--- src/simsample_pkg.sv ---
// shared constants for the simultaneous-sampling converter control block
package simsample_pkg;
  localparam int CLK_MHZ = 250;
  localparam int NUM_CHANNELS = 8;
  localparam int RESULT_BITS = 14;
  localparam int BUS_BITS = 16;
  localparam int CHAN_IDX_BITS = 3;
  // conversion time, ns, and its count of cycles (longest time rounds down)
  localparam int CONVERSION_TIME_NS = 4000;
  localparam int CONV_CYCLES = (CONVERSION_TIME_NS * CLK_MHZ) / 1000;
  // standby wake time, us, and its count of cycles (least time rounds up)
  localparam int STANDBY_WAKE_US = 100;
  localparam int WAKE_CYCLES = STANDBY_WAKE_US * CLK_MHZ;
  localparam int SIGN_BIT = 13;
  localparam int FIFO_DEPTH = 16;
  // interface strap codes {interface_select, byte_mode_select}
  localparam logic [1:0] IF_PARALLEL = 2'h0;
  localparam logic [1:0] IF_SERIAL = 2'h2;
  localparam logic [1:0] IF_BYTE = 2'h3;
  localparam logic [CHAN_IDX_BITS-1:0] CHAN_FIRST = 3'h0;
  localparam logic [CHAN_IDX_BITS-1:0] CHAN_LAST = 3'h7;
  localparam logic [3:0] SPLIT_FIRST = 4'h0;
  localparam logic [3:0] SPLIT_SECOND = 4'h4;

  typedef enum logic [3:0] {
    ST_IDLE = 4'b0001,
    ST_CONV = 4'b0010,
    ST_WAKE = 4'b0100,
    ST_DOWN = 4'b1000
  } conv_state_t;

  typedef enum logic [2:0] {
    PWR_NORMAL = 3'b001,
    PWR_STANDBY = 3'b010,
    PWR_SHUTDOWN = 3'b100
  } power_mode_t;
endpackage : simsample_pkg

--- src/simsample_adc_conv_parallel_read.sv ---
// conversion sequencing, power-down selection, sample fifo and parallel readout
`timescale 1ns/100ps

// ****************************************************************
// sample fifo between the converter core and the output register
// ****************************************************************
module sample_fifo #(
  parameter int WIDTH = 14,
  parameter int DEPTH = 16
) (
  // clock and reset
  input wire logic mclk,
  input wire logic sys_rst,
  // fill side
  input wire logic in_valid,
  output logic in_ready,
  input wire logic [WIDTH-1:0] in_data,
  // drain side
  output logic out_valid,
  input wire logic out_ready,
  output logic [WIDTH-1:0] out_data
);
  localparam int AW = $clog2(DEPTH);
  logic [WIDTH-1:0] mem [DEPTH];
  logic [AW-1:0] wr_ptr_ff;
  logic [AW-1:0] rd_ptr_ff;
  logic [AW:0] count_ff;
  logic do_wr;
  logic do_rd;

  assign in_ready = (count_ff != DEPTH[AW:0]);
  assign out_valid = (count_ff != '0);
  assign out_data = mem[rd_ptr_ff];
  assign do_wr = in_valid && in_ready;
  assign do_rd = out_valid && out_ready;

  always_ff @(posedge mclk) begin
    if (do_wr) begin
      mem[wr_ptr_ff] <= in_data;
    end
  end

  always_ff @(posedge mclk) begin
    if (sys_rst) begin
      wr_ptr_ff <= '0;
      rd_ptr_ff <= '0;
      count_ff <= '0;
    end else begin
      if (do_wr) begin
        wr_ptr_ff <= wr_ptr_ff + 1'b1;
      end
      if (do_rd) begin
        rd_ptr_ff <= rd_ptr_ff + 1'b1;
      end
      count_ff <= count_ff + {{AW{1'b0}}, do_wr} - {{AW{1'b0}}, do_rd};
    end
  end
endmodule : sample_fifo

// ****************************************************************
// converter control top
// ****************************************************************
module simsample_adc_conv_parallel_read #(
  parameter int CONV_COUNT = simsample_pkg::CONV_CYCLES,
  parameter int WAKE_COUNT = simsample_pkg::WAKE_CYCLES
) (
  // clock and reset
  input wire logic mclk,
  input wire logic sys_rst,
  // power control pins
  input wire logic low_power_request_n,
  input wire logic range_select,
  // sample triggers
  input wire logic sample_trigger_a,
  input wire logic sample_trigger_b,
  // interface straps
  input wire logic interface_select,
  input wire logic byte_mode_select,
  // readout control pins
  input wire logic chip_select_n,
  input wire logic read_strobe_n,
  // converter core samples, one per channel, twos complement
  input wire logic [simsample_pkg::NUM_CHANNELS*simsample_pkg::RESULT_BITS-1:0] core_samples,
  // status
  output logic busy,
  output logic [7:0] hold_channels,
  output simsample_pkg::power_mode_t power_mode,
  output logic parallel_mode,
  output logic serial_mode,
  output logic byte_mode,
  // parallel data bus
  output logic [simsample_pkg::BUS_BITS-1:0] parallel_data_out,
  output logic parallel_data_oe
);
  import simsample_pkg::*;

  // ****************************************************************
  // pin synchronisers
  // ****************************************************************
  logic [6:0] pin_meta_ff;
  logic [6:0] pin_sync_ff;
  logic trig_a_prev_ff;
  logic trig_b_prev_ff;
  logic rd_prev_ff;
  logic cs_prev_ff;
  logic trig_a_s, trig_b_s, lpr_n_s, range_s, cs_n_s, rd_n_s;

  always_ff @(posedge mclk) begin
    if (sys_rst) begin
      pin_meta_ff <= 7'h7f;
      pin_sync_ff <= 7'h7f;
    end else begin
      pin_meta_ff <= {sample_trigger_a, sample_trigger_b, low_power_request_n,
                      range_select, chip_select_n, read_strobe_n, 1'b1};
      pin_sync_ff <= pin_meta_ff;
    end
  end

  assign trig_a_s = pin_sync_ff[6];
  assign trig_b_s = pin_sync_ff[5];
  assign lpr_n_s = pin_sync_ff[4];
  assign range_s = pin_sync_ff[3];
  assign cs_n_s = pin_sync_ff[2];
  assign rd_n_s = pin_sync_ff[1];

  always_ff @(posedge mclk) begin
    if (sys_rst) begin
      trig_a_prev_ff <= 1'b1;
      trig_b_prev_ff <= 1'b1;
      rd_prev_ff <= 1'b1;
      cs_prev_ff <= 1'b1;
    end else begin
      trig_a_prev_ff <= trig_a_s;
      trig_b_prev_ff <= trig_b_s;
      rd_prev_ff <= rd_n_s;
      cs_prev_ff <= cs_n_s;
    end
  end

  logic rise_a, rise_b, rd_fall;
  assign rise_a = trig_a_s && !trig_a_prev_ff;
  assign rise_b = trig_b_s && !trig_b_prev_ff;
  assign rd_fall = !rd_n_s && rd_prev_ff && !cs_n_s;

  // ****************************************************************
  // straps, sampled on every clock while reset is held, kept after reset release
  // ****************************************************************
  logic [1:0] strap_ff;
  always_ff @(posedge mclk) begin
    if (sys_rst) begin
      strap_ff <= {interface_select, byte_mode_select};
    end
  end
  assign parallel_mode = (strap_ff == IF_PARALLEL);
  assign serial_mode = (strap_ff == IF_SERIAL);
  assign byte_mode = (strap_ff == IF_BYTE);

  // ****************************************************************
  // power mode
  // ****************************************************************
  power_mode_t nxt_power;
  always_comb begin
    if (lpr_n_s) begin
      nxt_power = PWR_NORMAL;
    end else if (range_s) begin
      nxt_power = PWR_STANDBY;
    end else begin
      nxt_power = PWR_SHUTDOWN;
    end
  end
  assign power_mode = nxt_power;

  // ****************************************************************
  // conversion sequencer
  // ****************************************************************
  conv_state_t state_ff;
  logic [31:0] timer_ff;
  logic held_a_ff;
  logic held_b_ff;
  logic conv_done;
  logic both_held;
  logic start_conv;

  assign both_held = (held_a_ff || rise_a) && (held_b_ff || rise_b);
  // loading must follow the very same start as the sequencer, or the fifo drifts out of step
  assign start_conv = (state_ff == ST_IDLE) && (nxt_power == PWR_NORMAL) && both_held;
  assign conv_done = (state_ff == ST_CONV) && (timer_ff == 32'(CONV_COUNT - 1));

  always_ff @(posedge mclk) begin
    if (sys_rst) begin
      state_ff <= ST_IDLE;
      timer_ff <= '0;
    end else begin
      case (state_ff)
        ST_IDLE: begin
          timer_ff <= '0;
          if (nxt_power != PWR_NORMAL) begin
            state_ff <= ST_DOWN;
          end else if (both_held) begin
            state_ff <= ST_CONV;
          end
        end
        ST_CONV: begin
          timer_ff <= timer_ff + 32'h0000_0001;
          if (conv_done) begin
            state_ff <= ST_IDLE;
          end
        end
        ST_DOWN: begin
          timer_ff <= '0;
          if (nxt_power == PWR_NORMAL) begin
            state_ff <= ST_WAKE;
          end
        end
        ST_WAKE: begin
          timer_ff <= timer_ff + 32'h0000_0001;
          if (nxt_power != PWR_NORMAL) begin
            state_ff <= ST_DOWN;
          end else if (timer_ff == 32'(WAKE_COUNT - 1)) begin
            state_ff <= ST_IDLE;
          end
        end
        default: begin
          state_ff <= ST_IDLE;
        end
      endcase
    end
  end

  assign busy = (state_ff == ST_CONV);

  always_ff @(posedge mclk) begin
    if (sys_rst) begin
      held_a_ff <= 1'b0;
      held_b_ff <= 1'b0;
    end else if (conv_done || state_ff != ST_IDLE) begin
      held_a_ff <= (state_ff == ST_CONV) && !conv_done;
      held_b_ff <= (state_ff == ST_CONV) && !conv_done;
    end else begin
      held_a_ff <= held_a_ff || rise_a;
      held_b_ff <= held_b_ff || rise_b;
    end
  end
  assign hold_channels = {{4{held_b_ff}}, {4{held_a_ff}}};

  // ****************************************************************
  // sampling into fifo, then publish at busy fall
  // ****************************************************************
  logic [RESULT_BITS-1:0] hold_ff [NUM_CHANNELS];
  logic [3:0] load_idx_ff;
  logic loading_ff;
  logic fifo_in_ready, fifo_out_valid, fifo_out_ready;
  logic [RESULT_BITS-1:0] fifo_out_data;

  always_ff @(posedge mclk) begin
    for (int i = 0; i < NUM_CHANNELS; i++) begin
      if ((i < 4 && rise_a && !held_a_ff) || (i >= 4 && rise_b && !held_b_ff)) begin
        hold_ff[i] <= core_samples[i*RESULT_BITS +: RESULT_BITS];
      end
    end
  end

  always_ff @(posedge mclk) begin
    if (sys_rst) begin
      loading_ff <= 1'b0;
      load_idx_ff <= SPLIT_FIRST;
    end else if (start_conv) begin
      loading_ff <= 1'b1;
      load_idx_ff <= SPLIT_FIRST;
    end else if (loading_ff && fifo_in_ready) begin
      load_idx_ff <= load_idx_ff + 4'h1;
      loading_ff <= (load_idx_ff != {1'b0, CHAN_LAST});
    end
  end

  sample_fifo #(.WIDTH(RESULT_BITS), .DEPTH(FIFO_DEPTH)) u_fifo (
    .mclk(mclk),
    .sys_rst(sys_rst),
    .in_valid(loading_ff),
    .in_ready(fifo_in_ready),
    .in_data(hold_ff[load_idx_ff[2:0]]),
    .out_valid(fifo_out_valid),
    .out_ready(fifo_out_ready),
    .out_data(fifo_out_data)
  );

  logic publishing_ff;
  logic [3:0] pub_idx_ff;
  logic [RESULT_BITS-1:0] result_ff [NUM_CHANNELS];
  assign fifo_out_ready = publishing_ff;

  always_ff @(posedge mclk) begin
    if (sys_rst) begin
      publishing_ff <= 1'b0;
      pub_idx_ff <= SPLIT_FIRST;
    end else if (conv_done) begin
      publishing_ff <= 1'b1;
      pub_idx_ff <= SPLIT_FIRST;
    end else if (publishing_ff && fifo_out_valid) begin
      pub_idx_ff <= pub_idx_ff + 4'h1;
      publishing_ff <= (pub_idx_ff != {1'b0, CHAN_LAST});
    end
  end

  always_ff @(posedge mclk) begin
    if (sys_rst) begin
      for (int i = 0; i < NUM_CHANNELS; i++) begin
        result_ff[i] <= '0;
      end
    end else if (publishing_ff && fifo_out_valid) begin
      result_ff[pub_idx_ff[2:0]] <= fifo_out_data;
    end
  end

  // ****************************************************************
  // parallel readout
  // ****************************************************************
  logic [CHAN_IDX_BITS-1:0] rd_chan_ff;
  logic [BUS_BITS-1:0] data_ff;

  always_ff @(posedge mclk) begin
    if (sys_rst || conv_done) begin
      rd_chan_ff <= CHAN_FIRST;
    end else if (rd_fall) begin
      rd_chan_ff <= rd_chan_ff + 3'h1;
    end
  end

  always_ff @(posedge mclk) begin
    if (sys_rst) begin
      data_ff <= '0;
    end else if (rd_fall) begin
      data_ff <= {{2{result_ff[rd_chan_ff][SIGN_BIT]}}, result_ff[rd_chan_ff]};
    end
  end
  assign parallel_data_out = data_ff;

  assign parallel_data_oe = parallel_mode && !cs_n_s && !rd_n_s && (state_ff != ST_DOWN);

  // ****************************************************************
  // checks
  // ****************************************************************
  logic [31:0] busy_len_ff;
  always_ff @(posedge mclk) begin
    if (sys_rst || !busy) begin
      busy_len_ff <= '0;
    end else begin
      busy_len_ff <= busy_len_ff + 32'h0000_0001;
    end
  end

  a_busy_length: assert property (@(posedge mclk) disable iff (sys_rst)
    $fell(busy) |-> $past(busy_len_ff) == 32'(CONV_COUNT - 1))
    else $error("busy width wrong");
  a_busy_start: assert property (@(posedge mclk) disable iff (sys_rst)
    (state_ff == ST_IDLE && both_held && nxt_power == PWR_NORMAL) |=> busy)
    else $error("busy did not rise on later trigger");
  a_oe_gate: assert property (@(posedge mclk) disable iff (sys_rst)
    parallel_data_oe |-> (!cs_n_s && !rd_n_s))
    else $error("bus driven without select and strobe");
  a_cs_release: assert property (@(posedge mclk) disable iff (sys_rst)
    $rose(cs_n_s) |-> !parallel_data_oe)
    else $error("bus not released on select rise");
  a_sign_copy: assert property (@(posedge mclk) disable iff (sys_rst)
    data_ff[15] == data_ff[13] && data_ff[14] == data_ff[13])
    else $error("sign extension broken");
  a_chan_first: assert property (@(posedge mclk) disable iff (sys_rst)
    $fell(busy) |-> rd_chan_ff == CHAN_FIRST)
    else $error("channel pointer not reset at busy fall");
  a_chan_step: assert property (@(posedge mclk) disable iff (sys_rst)
    (rd_fall && !conv_done) |=> rd_chan_ff == $past(rd_chan_ff) + 3'h1)
    else $error("channel pointer did not advance");
  a_power_sel: assert property (@(posedge mclk) disable iff (sys_rst)
    (!lpr_n_s && !range_s) |-> power_mode == PWR_SHUTDOWN)
    else $error("shutdown not selected");
  a_publish_done: assert property (@(posedge mclk) disable iff (sys_rst)
    $fell(busy) |-> ##[1:12] !publishing_ff)
    else $error("results not published after busy fall");
  a_hold_split: assert property (@(posedge mclk) disable iff (sys_rst)
    (state_ff == ST_IDLE && rise_a && !held_a_ff && !both_held) |=> held_a_ff && !held_b_ff)
    else $error("split hold wrong");

  c_common_conv: cover property (@(posedge mclk) rise_a && rise_b && state_ff == ST_IDLE);
  c_split_conv: cover property (@(posedge mclk) held_a_ff && !held_b_ff ##[1:50] busy);
  c_read_eight: cover property (@(posedge mclk) rd_fall && rd_chan_ff == CHAN_LAST);
  c_wake: cover property (@(posedge mclk) state_ff == ST_WAKE ##1 state_ff == ST_IDLE);
endmodule : simsample_adc_conv_parallel_read

--- config.mk ---
export PLATFORM = sky130hd
export DESIGN_NAME = simsample_adc_conv_parallel_read
export DESIGN_NICKNAME = d
export VERILOG_FILES = /design/src/simsample_pkg.sv /design/src/simsample_adc_conv_parallel_read.sv
export SDC_FILE = /design/constraint.sdc
export NUM_CORES = 1
export LEC_CHECK = 0
export BUFFER_PORTS_ARGS = -buffer_cell sky130_fd_sc_hd__buf_2
export CAP_MARGIN = 30
export CORE_ASPECT_RATIO = 1.4
export CORE_MARGIN = 10
export CORE_UTILIZATION = 45
export CTS_CLUSTER_DIAMETER = 80
export DETAILED_ROUTE_END_ITERATION = 10
export PLACE_DENSITY_LB_ADDON = 0.2
export SYNTH_ARGS = -nofsm -noshare
export SYNTH_HDL_FRONTEND = slang
export SYNTH_HIERARCHICAL = 1
export SYNTH_SLANG_ARGS = --single-unit
--- constraint.sdc ---
create_clock -name mclk -period 3.7 [get_ports mclk]
set_input_delay 0.37 -clock mclk [delete_from_list [all_inputs] [get_ports mclk]]
set_output_delay 0.37 -clock mclk [all_outputs]
set_load 0.03 [all_outputs]
* Word level (Yosys, flattened, before mapping)
Memories as Yosys holds them, arrays and structs flattened. A register that Yosys moved wholly into a read port is not among the register bits.
Cells that the tools add are included.
** Storage, ports and cells
- Word-level logic and storage cells :: 121
- Output and inout port bits :: 32
- Register bits :: 83
- Memory bits (writable) :: 448
- Memories :: 3
** Cells by class
- Add/sub/neg operators :: 8
- Muxes and demuxes :: 34
- Equality and inequality tests :: 19
- Reductions and logical operators :: 38
** Memories
- u_fifo.mem :: depth 16, bits a word 14, read ports 1, clocked after Yosys merged registers in 1, write ports 1, RTL line simsample_adc_conv_parallel_read.sv:24 : logic [WIDTH-1:0] mem [DEPTH];
- hold_ff :: depth 8, bits a word 14, read ports 1, clocked after Yosys merged registers in 1, write ports 8, RTL line simsample_adc_conv_parallel_read.sv:249 : logic [RESULT_BITS-1:0] hold_ff [NUM_CHANNELS];
- result_ff :: depth 8, bits a word 14, read ports 1, clocked after Yosys merged registers in 1, write ports 8, RTL line simsample_adc_conv_parallel_read.sv:289 : logic [RESULT_BITS-1:0] result_ff [NUM_CHANNELS];
** Operators with widths (count)
- $pmux 32 s2 :: 1
- $add 32x1->32 const B :: 1
- $eq 32x10->1 const B :: 1
- $eq 32x15->1 const B :: 1
- $mux 4 :: 8
- $mux 1 :: 18
- $add 4x1->4 const B :: 4
- $logic_and 1x1->1 :: 16
- $pmux 4 s4 :: 1
- $mux 3 :: 5
- $mux 14 :: 1
- $reduce_or 14->1 :: 1
- $ne 4x3->1 const B :: 2
- $reduce_or 2->1 :: 4
- $logic_not 1->1 :: 7
- $reduce_bool 2->1 :: 3
- $add 5x1->5 :: 1
- $ne 5x5->1 const B :: 1
- $reduce_bool 5->1 :: 1
- $sub 5x1->5 :: 1
- $eq 2x2->1 const B :: 2
- $eq 4x1->1 const B :: 1
- $eq 4x2->1 const B :: 1
- $eq 4x3->1 const B :: 1
- other kinds (13) :: 16

* Longest topological paths before layout
Gate-level depths: netlist of run 1.
- Word-level depth :: 7
- Depth in mapped cells :: 15

* Hierarchy
Netlist of run 1, hierarchy kept.
** Modules (own cells, without submodules)
- simsample_adc_conv_parallel_read :: cells an instance 877, instances 1, sequential area each 8448.1 sq um, area each 12912.4 sq um
- sample_fifo :: cells an instance 452, instances 1, sequential area each 7066.8 sq um, area each 9308.9 sq um

* Least setup slack after synthesis of run 1
Ideal clock, no wire load.
- Kind :: register to register
- Start :: register pin_sync_ff[5]
- End :: memory hold_ff[4][0] (enable)
- Period minus slack after synthesis :: 3.462 ns
- Data required time :: 3.224 ns
- Arrival :: 2.986 ns
- Cell stages (with the launch flop) :: 3
- Buffers on the path :: 0
- Slack :: 0.238 ns
- Path through :: dfxtp_1 -> nor2b_1 -> nor2b_1
** RTL lines
- start, declared :: RTL line simsample_adc_conv_parallel_read.sv:101 : logic [6:0] pin_sync_ff;
- start signal, assigned :: RTL line simsample_adc_conv_parallel_read.sv:115 : pin_sync_ff <= pin_meta_ff;
- end, declared :: RTL line simsample_adc_conv_parallel_read.sv:249

* Worst setup path after layout of run 1
- Start :: register u_fifo.count_ff[2]
- End :: register u_fifo.count_ff[4]
** Between the ends
- Word-level cells in the longest chain between the ends :: 4
** RTL lines
- start, declared :: RTL line simsample_adc_conv_parallel_read.sv:27 : logic [AW:0] count_ff;
- start signal, assigned :: RTL line simsample_adc_conv_parallel_read.sv:55 : count_ff <= count_ff + {{AW{1'b0}}, do_wr} - {{AW{1'b0}}, do_rd};
- $ne 5x5->1 :: RTL line simsample_adc_conv_parallel_read.sv:31 : assign in_ready = (count_ff != DEPTH[AW:0]);
- via fifo_in_ready :: RTL line simsample_adc_conv_parallel_read.sv:252 : logic fifo_in_ready, fifo_out_valid, fifo_out_ready;
- $logic_and 1x1->1 :: RTL line simsample_adc_conv_parallel_read.sv:34 : assign do_wr = in_valid && in_ready;
- $add 5x1->5 :: RTL line simsample_adc_conv_parallel_read.sv:55
- $sub 5x1->5 :: RTL line simsample_adc_conv_parallel_read.sv:55
The timed path passes the listed nets, and every way through them passes these cells.
A chain may end at the register's enable or synchronous reset.

==> metrics.md, run 1 <==
| Metric | Value |
|---|---|
| Skew final | `roughly 21 ps` |
| Post-Syn Nets | `roughly 1.5k` |
| Post-CTS setup buffers | `0` |
| Hold Path Class | `input port to register` |
| Cell variety after synth | `67` |
| Worst Hold End | `fifo_out_ready` |
| Relative slew slack | `0.402` |
| Global placement routability congestion | `0.757` |
| Hold_sp | `sys_rst` |
| Dominant synthesized flop cell | `edfxtp_1` |
| Critical path peak fanout | `11` |
| Std cell rows | `96` |
| Leak pwr | `0.00899 µW` |
| Die Ht | `283 µm` |
| Reg2reg path depth | `13` |
| Number of global-route vias before repair | `12.8k` |
| I/O Buffers | `153` |
| Seq cells post-synth | `550` |
| CORE AREA | `49,000 µm²` |
| Yosys warning total | `6` |
| Worst Tran Pin Value | `897 ps` |
| R2R Path Start | `u_fifo/count_ff[2]` |
| WP data required | `4210 ps` |
| Chip width | `between 200 and 250 µm` |
| First-pass GRT wire length | `71,300 µm` |
| Final WL | `44,200 µm` |
| WP data arrival | `between 3000 and 4000 ps` |
| Seq/Total Area, Yosys | `0.698` |
| CTS Sinks | `550` |
| Filler Cells Inserted | `3,838` |
| GR Overflow Total | `0` |
| Worst vdd ir | `0.391 mV` |
| Status | `complete, no violations` |
| Final nets | `1,753` |
| Critical Path End Type | `register` |
| Clock slew seen by the registers of the worst setup and hold paths | `60 ps` |
| Setup TNS | `0 ps` |
| Initial core utilization | `0.453` |
| Setup CP Type | `register to register` |
| Iter 0 DRT Violations | `502` |
| Final setup vio count | `0` |
| Synth Area per Inst | `around 17 µm²` |
| Cell area after synthesis | `22,200 µm²` |
| Fin crit share | `0.788` |
| Detailed Place HPWL | `~28,000 µm` |
| CP Launch Type | `register` |
| TritonCTS clock tree | `built` |
| Vias | `12.0k` |
| CTS H-tree lvls | `2` |
| Total power | `between 10,000 and 15,000 µW` |
| WHS Path Cells | `2` |
| Pin count of the biggest net entering global routing | `57` |
| Share of cells above drive strength 1 | `0.263` |
| Die Footprint | `58,800 µm²` |
| Number of buffers created by CTS | `52` |
| All-layer global routing usage | `0.150` |
| Clk_lat worst skew | `600 ps` |
| Hold Fails Final Rpt | `0` |
| EDFF count, synth | `450` |
| FF-to-FF setup slack | `just under 800 ps` |
| Vias/cell | `5.25` |
| Critical R2R Capture | `u_fifo/count_ff[4]` |
| IO Pins | `roughly 150` |
| Syn Inst Count | `1,329` |
| Initial antenna violation count | `1` |
| Routed Antenna Nets | `0` |
| Maximum root-to-sink buffer count | `3` |
| Worst Setup SP | `u_fifo/count_ff[2]` |
| Final Max Slew Viols | `0` |
| Async S/R FF share, synth | `0` |
| Min Tclk post-route | `2920 ps` |
| Finished Core Util | `0.543` |
| DRC viols | `0` |
| Clock root cell | `clkbuf_16` |
| Routed wire per std cell | `19.3 µm` |
| RSZ-0062 raised after global routing | `no` |
| Pre-antenna DRT Iters | `5` |
| Synth-to-layout area growth | `19.8%` |
| F_max | `about 0.34 GHz` |
| MaxCap Viol Count | `0` |
| Power per cell area | `469 nW/µm²` |
how the worst max path moves through the flow:
| stage | end | depth (start not counted) | slack [ps] |
|---|---|---|---|
| floorplan | hold_ff[4][0] | 2 | 240 |
| global placement | u_fifo/count_ff[4] | 14 | 870 |
| detailed placement | u_fifo/count_ff[4] | 14 | 790 |
| CTS | u_fifo/count_ff[4] | 14 | 770 |
| global route | u_fifo/count_ff[4] | 13 | 480 |
| finish | u_fifo/count_ff[4] | 13 | 780 |
Yosys cell counts, types with 3 or more instances:
library cell | instances | share of area
a211oi_1 | 15 | 0.0051
a21oi_1 | 17 | 0.0038
a22oi_1 | 28 | 0.0095
and2_1 | 123 | 0.035
and3_1 | 3 | 0.00084
buf_1 | 4 | 0.00068
buf_2 | 12 | 0.0027
buf_4 | 12 | 0.0041
buf_6 | 4 | 0.0020
clkbuf_1 | 46 | 0.0078
dfxtp_1 | 100 | 0.090
edfxtp_1 | 450 | 0.61
ha_1 | 15 | 0.0084
inv_1 | 19 | 0.0032
mux2_2 | 14 | 0.0071
mux2i_1 | 16 | 0.0072
mux4_2 | 112 | 0.11
nand2_1 | 39 | 0.0066
nand2b_1 | 6 | 0.0017
nand3_1 | 27 | 0.0061
nand3b_1 | 3 | 0.0010
nand4_1 | 9 | 0.0025
nor2_1 | 79 | 0.013
nor2b_1 | 11 | 0.0031
nor3_1 | 12 | 0.0027
nor3b_1 | 5 | 0.0017
nor4_1 | 22 | 0.0062
nor4b_1 | 7 | 0.0028
o21ai_0 | 7 | 0.0016
o31ai_1 | 5 | 0.0017
or2_2 | 23 | 0.0065
or3_1 | 4 | 0.0011
or4_1 | 3 | 0.0010
xnor2_1 | 21 | 0.0083
xor2_1 | 19 | 0.0075
repair_timing:
item | in CTS | in global routing
resized for setup | 0 | 0
hold buffers | 120 | 0
hold endpoints to repair | 120 | 0
metal layers:
layer,vias to the layer above,part of all wire,GRT usage
li1,5707,-,-
met1,6043,0.40,0.173
met2,227,0.53,0.273
met3,63,0.043,0.0319
met4,0,0.020,0.0427
met5,-,0,0
critical path: stages, from the launching register on:
cell and delay [ps]:
dfxtp_1 310, inv_1 70, ha_1 160, nand4bb_1 320, nand2_1 500, ha_1 310
inv_1 60, ha_1 150, inv_1 50, fa_1 370, nor2b_1 160, o21bai_1 100
nand3_1 80, nor3b_1 180
cell usage in the layout, fill, tap and decap left out, types with 19 or more instances in the layout:
cell type / netlist / final
a22oi_1: 28 / 28
and2_1: 123 / 123
buf_2: 12 / 153
buf_4: 12 / 33
clkbuf_16: 0 / 52
dfxtp_1: 100 / 96
dlygate4sd3_1: 0 / 120
edfxtp_1: 450 / 450
inv_1: 19 / 19
mux4_2: 112 / 112
nand2_1: 39 / 39
nand3_1: 27 / 27
nor2_1: 79 / 79
or2_2: 23 / 23
xnor2_1: 21 / 21
xor2_1: 19 / 19
kinds of logic after synthesis:
kind of cell               synth area share
AOI/OAI and AO/OA                    0.0287
and+or+nand+nor                      0.0995
buffers and inverters                0.0206
xor gates and xnor gates             0.0158
DFF                                   0.698
muxes                                 0.128
adders and majority gates           0.00935
where the power goes:
group          switching, µW  total (µW)  leakage (µW)  internal (µW)
clock network           2240        5160      0.000793           2930
registers               47.3        6800       0.00502           6750
logic                    280         524       0.00318            245
total                   2560       12500       0.00899           9920
area by class of cell:
| class | instances | area (µm²) | share of cell area |
|---|---|---|---|
| diodes | 1 | 2.50 | 0.0000940 |
| flip-flops and latches | 550 | 15500 | 0.583 |
| clock inverters | 23 | 241 | 0.00907 |
| inverters | 20 | 75.1 | 0.00282 |
| well taps | 637 | 797 | 0.0299 |
| clock buffers | 72 | 1400 | 0.0524 |
| multi-input cells | 681 | 6300 | 0.237 |
| repair buffers | 310 | 2290 | 0.0861 |
registers in the layout, indices dropped and copies added, names as in the netlist, 5 cells and up, named ones only:
| signal | flops |
|---|---|
| u_fifo/mem | 224 |
| hold_ff | 112 |
| result_ff | 112 |
| timer_ff | 32 |
| parallel_data_out | 14 |
| pin_meta_ff | 6 |
| pin_sync_ff | 6 |
| u_fifo/count_ff | 5 |
metrics by stage:
stage	instance area [µm²]	cells	setup slack [ps]	hold WS (ps)
6_report	26600	2294	784	323
5_1_grt	26600	2294	482	336
3_3_place_gp	23700	2074	872	393
3_5_place_dp	23800	2077	785	397
2_1_floorplan	22200	1329	238	389
4_1_cts	26600	2292	774	311
(Power assumes the default switching activity.)
==> inputs of run 2 (changes only) <==
--- a/config.mk
+++ b/config.mk
@@ -5,6 +5,7 @@
 export SDC_FILE = /design/constraint.sdc
 export NUM_CORES = 1
 export LEC_CHECK = 0
+export ABC_AREA = 1
 export BUFFER_PORTS_ARGS = -buffer_cell sky130_fd_sc_hd__buf_2
 export CAP_MARGIN = 30
 export CORE_ASPECT_RATIO = 1.4
==> constraint.sdc (replaced) <==
create_clock -name mclk -period 2.65 [get_ports mclk]
set_input_delay 0.265 -clock mclk [delete_from_list [all_inputs] [get_ports mclk]]
set_output_delay 0.265 -clock mclk [all_outputs]
set_load 0.03 [all_outputs]
==> metrics.md, run 2 <==
| Metric | Value |
|---|---|
| Dominant synthesized flop cell | `edfxtp_1` |
| Hold Fails Final Rpt | `0 (unchanged)` |
| Status | `complete, no violations` |
| Most frequent cells in the layout | `472 x nand2_1, 450 x edfxtp_1, 417 x nor2_1` |
| Post-Syn Nets | `2,530 (+72%)` |
| Seq cells post-synth | `550 (unchanged)` |
| Worst Setup SP | `u_fifo/count_ff[2]` |
| Std cell rows | `99 (+3.1%)` |
| MaxCap Viol Count | `0 (unchanged)` |
| Chip width | `214 µm (+3.0%)` |
| All-layer global routing usage | `0.186 (+0.0359)` |
| WP data arrival | `2990 ps (-430 ps)` |
| Min Tclk post-route | `2440 ps (-479 ps)` |
| Finished Core Util | `0.545 (+0.00205)` |
| Number of buffers created by CTS | `54 (+3.8%)` |
| GR Util met2 | `0.340 (+0.0669)` |
| TritonCTS clock tree | `built` |
| Clock root cell | `clkbuf_16` |
| Critical Path End Type | `register` |
| Async S/R FF share, synth | `0 (unchanged)` |
| Global placement routability congestion | `0.848 (+12%)` |
| Seq/Total Area, Yosys | `0.655 (-0.0436)` |
| Relative slew slack | `0.500 (+0.0977)` |
| Top Registers | `u_fifo/mem x224, hold_ff x112, result_ff x112` |
| CTS H-tree lvls | `2 (unchanged)` |
| Power per cell area | `626 nW/µm² (+34%)` |
| Routed wire per std cell | `17.2 µm (-11%)` |
| Area leader, netlist | `edfxtp_1` |
| Synth Area in Adders | `0.00876 (-0.000584)` |
| M3 GR Usage | `0.0339 (+0.00201)` |
| Mux contribution to synthesized area | `0 (-0.128)` |
| Filler Cells Inserted | `4,498 (+17%)` |
| Vias | `17.2k (+43%)` |
| Initial antenna violation count | `1 (unchanged)` |
| Clock slew seen by the registers of the worst setup and hold paths | `60 ps (about the same)` |
| EDFF count, synth | `450 (unchanged)` |
| Worst vdd ir | `0.654 mV (+67%)` |
| Die Ht | `292 µm (+3.0%)` |
| Post-Synth Simple-Gate Area | `0.202 (+0.102)` |
| GR Util met1 | `0.207 (+0.0337)` |
| Max FFs per register | `224 (unchanged)` |
| Syn Inst Count | `2,392 (+80%)` |
| Synth-to-layout area growth | `20.0%` |
| Grt peak-use layer | `met2` |
| Pin count of the biggest net entering global routing | `72 (+26%)` |
| Die Footprint | `62,400 µm² (+6.1%)` |
| Final nets | `2,819 (+61%)` |
| Final setup vio count | `0 (unchanged)` |
| Critical path peak fanout | `5 (-6)` |
| Commonest non-fill, non-tap cell in the layout | `nand2_1` |
| Final WL | `59,200 µm (+34%)` |
| Post-synth top cells | `473 x nand2_1, 450 x edfxtp_1, 417 x nor2_1` |
| GR Overflow Total | `0 (unchanged)` |
| Routed Antenna Nets | `0 (unchanged)` |
| Synth Area per Inst | `9.91 µm² (-41%)` |
| Worst Tran Pin Value | `750 ps (-147 ps)` |
| Iter 0 DRT Violations | `1,092 (+120%)` |
| Clk_lat worst skew | `640 ps (+40 ps)` |
| Maximum root-to-sink buffer count | `3 (unchanged)` |
| Compound-Gate Fraction of Synth Area | `0.0607 (+0.0319)` |
| F_max | `0.410 GHz (+20%)` |
| CTS Sinks | `550 (unchanged)` |
| Yosys top cell area share | `0.570 (-0.0380)` |
| CORE AREA | `52,100 µm² (+6.4%)` |
| IO Pins | `154 (unchanged)` |
| I/O Buffers | `153 (unchanged)` |
| Hold_sp | `sys_rst` |
| DRC viols | `0 (unchanged)` |
| R2R Path Start | `u_fifo/count_ff[2]` |
| Number of global-route vias before repair | `17.5k (+37%)` |
| Final Max Slew Viols | `0 (unchanged)` |
| Pre-antenna DRT Iters | `7 (+2)` |
| Seq. cell area | `15,500 µm² (about the same)` |
| Skew final | `43.0 ps (+22.1 ps)` |
| Initial core utilization | `0.455 (+0.00109)` |
| Leak pwr | `0.0116 µW (+29%)` |
| Synth top area cells | `edfxtp_1 57%, dfxtp_1 8.4%, nand2_1 7.5%` |
| Multi-input logic area | `6520 µm² (+3.4%)` |
| Cell variety after synth | `39 (-42%)` |
| WP data required | `3210 ps (-1000 ps)` |
| Hold Path Class | `input port to register` |
| Cell area after synthesis | `23,700 µm² (+6.7%)` |
| Top reg by flops | `u_fifo/mem` |
| Setup TNS | `0 ps (unchanged)` |
| RSZ-0062 raised after global routing | `no` |
| CP Launch Type | `register` |
| Yosys warning total | `6 (unchanged)` |
| Largest family of logic cells by synthesized area | `simple AND/OR/NAND/NOR gates` |
| First-pass GRT wire length | `93,100 µm (+31%)` |
| Xor/xnor share of the synthesized area | `0.00259 (-0.0132)` |
| Top-count cell post-synth | `nand2_1` |
| Vias/cell | `5.02 (-4.4%)` |
| Fin crit share | `0.920 (+0.132)` |
| Setup CP Type | `register to register` |
| Detailed Place HPWL | `38,300 µm (+34%)` |
| Share of cells above drive strength 1 | `0.128 (-0.135)` |
-- run 2: cell type report --
cell class / count / share of cell area
Clock inverter: 32 / 0.0133
Inverter: 287 / 0.0379
Antenna cell: 1 / 0.0000880
Multi-Input combinational cell: 1440 / 0.229
Sequential cell: 550 / 0.546
Clock buffer: 69 / 0.0509
Tap cell: 707 / 0.0311
Timing Repair Buffer: 348 / 0.0920
-- run 2: metal layers --
layer  up-vias  wire length (µm)
li1       8477                 -
met1      8160             22900
met2       468             30800
met3       119              3230
met4         0              2260
met5         -                 0
-- run 2: final timing paths --
path,end,slack [ps],depth (start not counted)
worst max-delay path,u_fifo/count_ff[4],210,16
worst min-delay path,pin_sync_ff[6],80,2
worst max register to register,u_fifo/count_ff[4],210,16
worst min register to register,pin_sync_ff[3],420,1
-- run 2: power breakdown --
group | switching (µW) | internal, µW | leakage, µW
clock network | 3320 | 4480 | 0.000881
registers | 33.7 | 9410 | 0.00501
logic | 311 | 258 | 0.00567
-- run 2: cell families (layout without fill, tap and decap cells) --
family,after synthesis,in the layout
flops,550,550
other cells,0,1
xor+xnor,7,7
buf+inv,402,736
compound gates,262,262
simple gates,1155,1155
fa+ha+maj,16,16
-- run 2: critical path: stages, from the launching register on --
cell and delay, ps:
dfxtp_1 350, inv_1 80, ha_1 220, nand4_1 170
nand2_1 150, ha_1 320, inv_1 50, ha_1 150
inv_1 60, fa_1 380, inv_1 60, nand2_1 60
nand2_1 60, a21oi_1 70, nand2_1 60, nand2_1 40
nor2_1 90
-- run 2: what timing repair did --
| item | 4_1_cts | 5_1_grt |
|---|---|---|
| endpoints found under the hold margin | 120 | 0 |
| hold buffers | 120 | 0 |
| buffers inserted | 0 | 1 |
| endpoints found under the setup margin | 0 | 1 |
| resized for setup | 0 | 1 |
-- run 2: metrics by stage --
| stage | cell area (µm²) | cells | total power, µW | hold slack [ps] | setup WS [ps] |
|---|---|---|---|---|---|
| after global placement | 25400 | 3211 | 10000 | 399 | 188 |
| after detailed placement | 25400 | 3211 | 10100 | 399 | 148 |
| final | 28400 | 3434 | 17800 | 82.7 | 213 |
| after CTS | 28400 | 3432 | 18000 | 73.6 | 144 |
| after global routing | 28400 | 3434 | 18400 | 69.5 | 0.464 |
| after floorplan | 23700 | 2392 | 9840 | 332 | 433 |
==> inputs of run 3 (changes only) <==
--- a/config.mk
+++ b/config.mk
@@ -13,7 +13,6 @@
 export CORE_UTILIZATION = 45
 export CTS_CLUSTER_DIAMETER = 80
 export DETAILED_ROUTE_END_ITERATION = 10
-export PLACE_DENSITY_LB_ADDON = 0.2
 export SYNTH_ARGS = -nofsm -noshare
 export SYNTH_HDL_FRONTEND = slang
 export SYNTH_HIERARCHICAL = 1
==> metrics.md, run 3 (synthesis gave the netlist of run 2 again) <==
| Metric | Value |
|---|---|
| Status | `complete, no violations` |
| Top Registers | `u_fifo/mem x224, hold_ff x112, result_ff x112` |
| RSZ-0062 raised after global routing | `no` |
| Max FFs per register | `224 (unchanged)` |
| GR Overflow Total | `0 (unchanged)` |
| Die Ht | `292 µm (unchanged)` |
| Routed Antenna Nets | `0 (unchanged)` |
| Number of global-route vias before repair | `17.3k (-1.5%)` |
| R2R Path Start | `u_fifo/count_ff[2]` |
| Clock root cell | `clkbuf_16` |
| Final setup vio count | `0 (unchanged)` |
| Power per cell area | `629 nW/µm² (+0.34%)` |
| Initial antenna violation count | `1 (unchanged)` |
| Pin count of the biggest net entering global routing | `75 (+4.2%)` |
| I/O Buffers | `153 (unchanged)` |
| Finished Core Util | `0.546 (about the same)` |
| F_max | `0.414 GHz (+0.79%)` |
| IO Pins | `154 (unchanged)` |
| Worst Tran Pin Value | `755 ps (+4.25 ps)` |
| MaxCap Viol Count | `0 (unchanged)` |
| Pre-antenna DRT Iters | `5 (-2)` |
| Final WL | `57,300 µm (-3.3%)` |
| Initial core utilization | `0.455 (unchanged)` |
| Clk_lat worst skew | `630 ps (about the same)` |
| Relative slew slack | `0.497 (-0.00283)` |
| Clock slew seen by the registers of the worst setup and hold paths | `70 ps (about the same)` |
| Std cell rows | `99 (unchanged)` |
| Share of cells above drive strength 1 | `0.128 (+0.000320)` |
| Number of buffers created by CTS | `54 (unchanged)` |
| Critical path peak fanout | `4 (-1)` |
| Setup TNS | `0 ps (unchanged)` |
| Top reg by flops | `u_fifo/mem` |
| DRC viols | `0 (unchanged)` |
| WHS Path Cells | `3 (+1)` |
| CP Launch Type | `register` |
| CORE AREA | `52,100 µm² (unchanged)` |
| TritonCTS clock tree | `built` |
| Post-Layout Cell Count | `3,435 (+0.029%)` |
| Leak pwr | `0.0116 µW (about the same)` |
| Commonest non-fill, non-tap cell in the layout | `nand2_1` |
| Skew final | `54.7 ps (+11.7 ps)` |
| Iter 0 DRT Violations | `966 (-12%)` |
| Hold_sp | `sys_rst` |
| Global placement routability congestion | `0.835 (-1.6%)` |
| Setup CP Type | `register to register` |
| Routed wire per std cell | `16.7 µm (-3.3%)` |
| Most frequent cells in the layout | `472 x nand2_1, 450 x edfxtp_1, 417 x nor2_1` |
| Reg2reg path depth | `17 (+1)` |
| FF-to-FF setup slack | `230 ps (+20 ps)` |
| Inst Count DP | `3,210 (-0.031%)` |
| Detailed Place HPWL | `37,100 µm (-3.0%)` |
| Worst Hold End | `parallel_data_out[0]` |
| Hold Path Class | `input port to register` |
| Critical Path End Type | `register` |
| Fin crit share | `0.913 (-0.00722)` |
| WP data arrival | `2940 ps (-50 ps)` |
| First-pass GRT wire length | `92,300 µm (-0.88%)` |
| Synth-to-layout area growth | `20.1% (about the same)` |
| All-layer global routing usage | `0.182 (-0.00394)` |
| Min Tclk post-route | `2420 ps (-19.1 ps)` |
| Die Footprint | `62,400 µm² (unchanged)` |
| Design area | `28,500 µm² (about the same)` |
| Worst vdd ir | `0.820 mV (+25%)` |
| Final nets | `2,819 (unchanged)` |
| Vias/cell | `5.01 (-0.16%)` |
| Hold Fails Final Rpt | `0 (unchanged)` |
| Chip width | `214 µm (unchanged)` |
| Critical R2R Capture | `u_fifo/count_ff[4]` |
| Maximum root-to-sink buffer count | `3 (unchanged)` |
| Vias | `17.2k (-0.13%)` |
| WP data required | `3170 ps (-40 ps)` |
| Final Max Slew Viols | `0 (unchanged)` |
| CTS H-tree lvls | `2 (unchanged)` |
| CTS Sinks | `550 (unchanged)` |
| Placed Area | `25,400 µm² (about the same)` |
==> run 3: changes by cell type in the layout (fill, tap and decap cells not counted) <==
cell | previous run | this run
buf_12 | 7 | 8
inv_16 | 1 | 2
clkinv_4 | 1 | 0
bufinv_16 | 6 | 7
clkbuf_8 | 4 | 1
inv_8 | 0 | 1
clkinv_1 | 11 | 10
clkinv_2 | 10 | 12
buf_4 | 68 | 67
clkinvlp_4 | 4 | 5
clkinv_16 | 2 | 1
clkbuf_1 | 11 | 12
==> run 3: stage by stage <==
step,total power [µW],setup WS [ps],hold slack [ps]
after global routing,18500,29.5,194
after global placement,10000,277,396
after detailed placement,10000,213,397
final,17900,232,168
after floorplan,9840,433,332
after CTS,18100,145,168
==> run 3: worst max-delay path by stage <==
stage	start	to	slack, ps
floorplan	u_fifo/count_ff[2]	result_ff[1][0]	430
global placement	u_fifo/count_ff[2]	u_fifo/count_ff[4]	280
detailed placement	u_fifo/count_ff[2]	u_fifo/count_ff[4]	210
CTS	u_fifo/count_ff[2]	u_fifo/count_ff[4]	140
global route	u_fifo/count_ff[2]	u_fifo/count_ff[4]	30
finish	u_fifo/count_ff[2]	u_fifo/count_ff[4]	230
==> run 3: worst max-delay path, stage by stage (launching register included) <==
cell and delay (ps):
dfxtp_1 330, inv_1 60, ha_1 210, nand4_1 110, nand2_1 100, inv_1 110, ha_1 230, inv_1 60
ha_1 150, inv_1 50, fa_1 390, inv_1 90, nand2_1 80, nand2_1 70, a21oi_1 70, nand2_1 60
nand2_1 40, nor2_1 100
==> run 3: area by class of cell <==
type	instances	area (µm²)
fill	4400	23700
sequential	550	15500
multi-input combinational	1440	6520
timing repair buffer	348	2630
clock buffer	67	1410
inverter	287	1080
tap	707	885
clock inverter	35	415
antenna	1	2.50
==> run 3: where the power goes <==
group	internal (µW)	total [µW]	switching [µW]
logic	262	572	310
clock network	4510	7870	3360
registers	9410	9440	33.3
total	14200	17900	3700
==> run 3: repair_timing <==
item | in CTS | in global routing
endpoints found under the hold margin | 120 | 0
hold buffers | 120 | 0
endpoints found under the setup margin | 0 | 1
setup buffers | 0 | 2
resized for setup | 0 | 1
==> run 3: routing by layer <==
layer,part of all wire,wire [µm],vias up,GRT usage
met5,0,0,-,0
met4,0.025,1440,0,0.0611
met1,0.39,22500,8181,0.206
met2,0.53,30300,448,0.337
li1,-,-,8482,-
met3,0.052,2990,90,0.0339
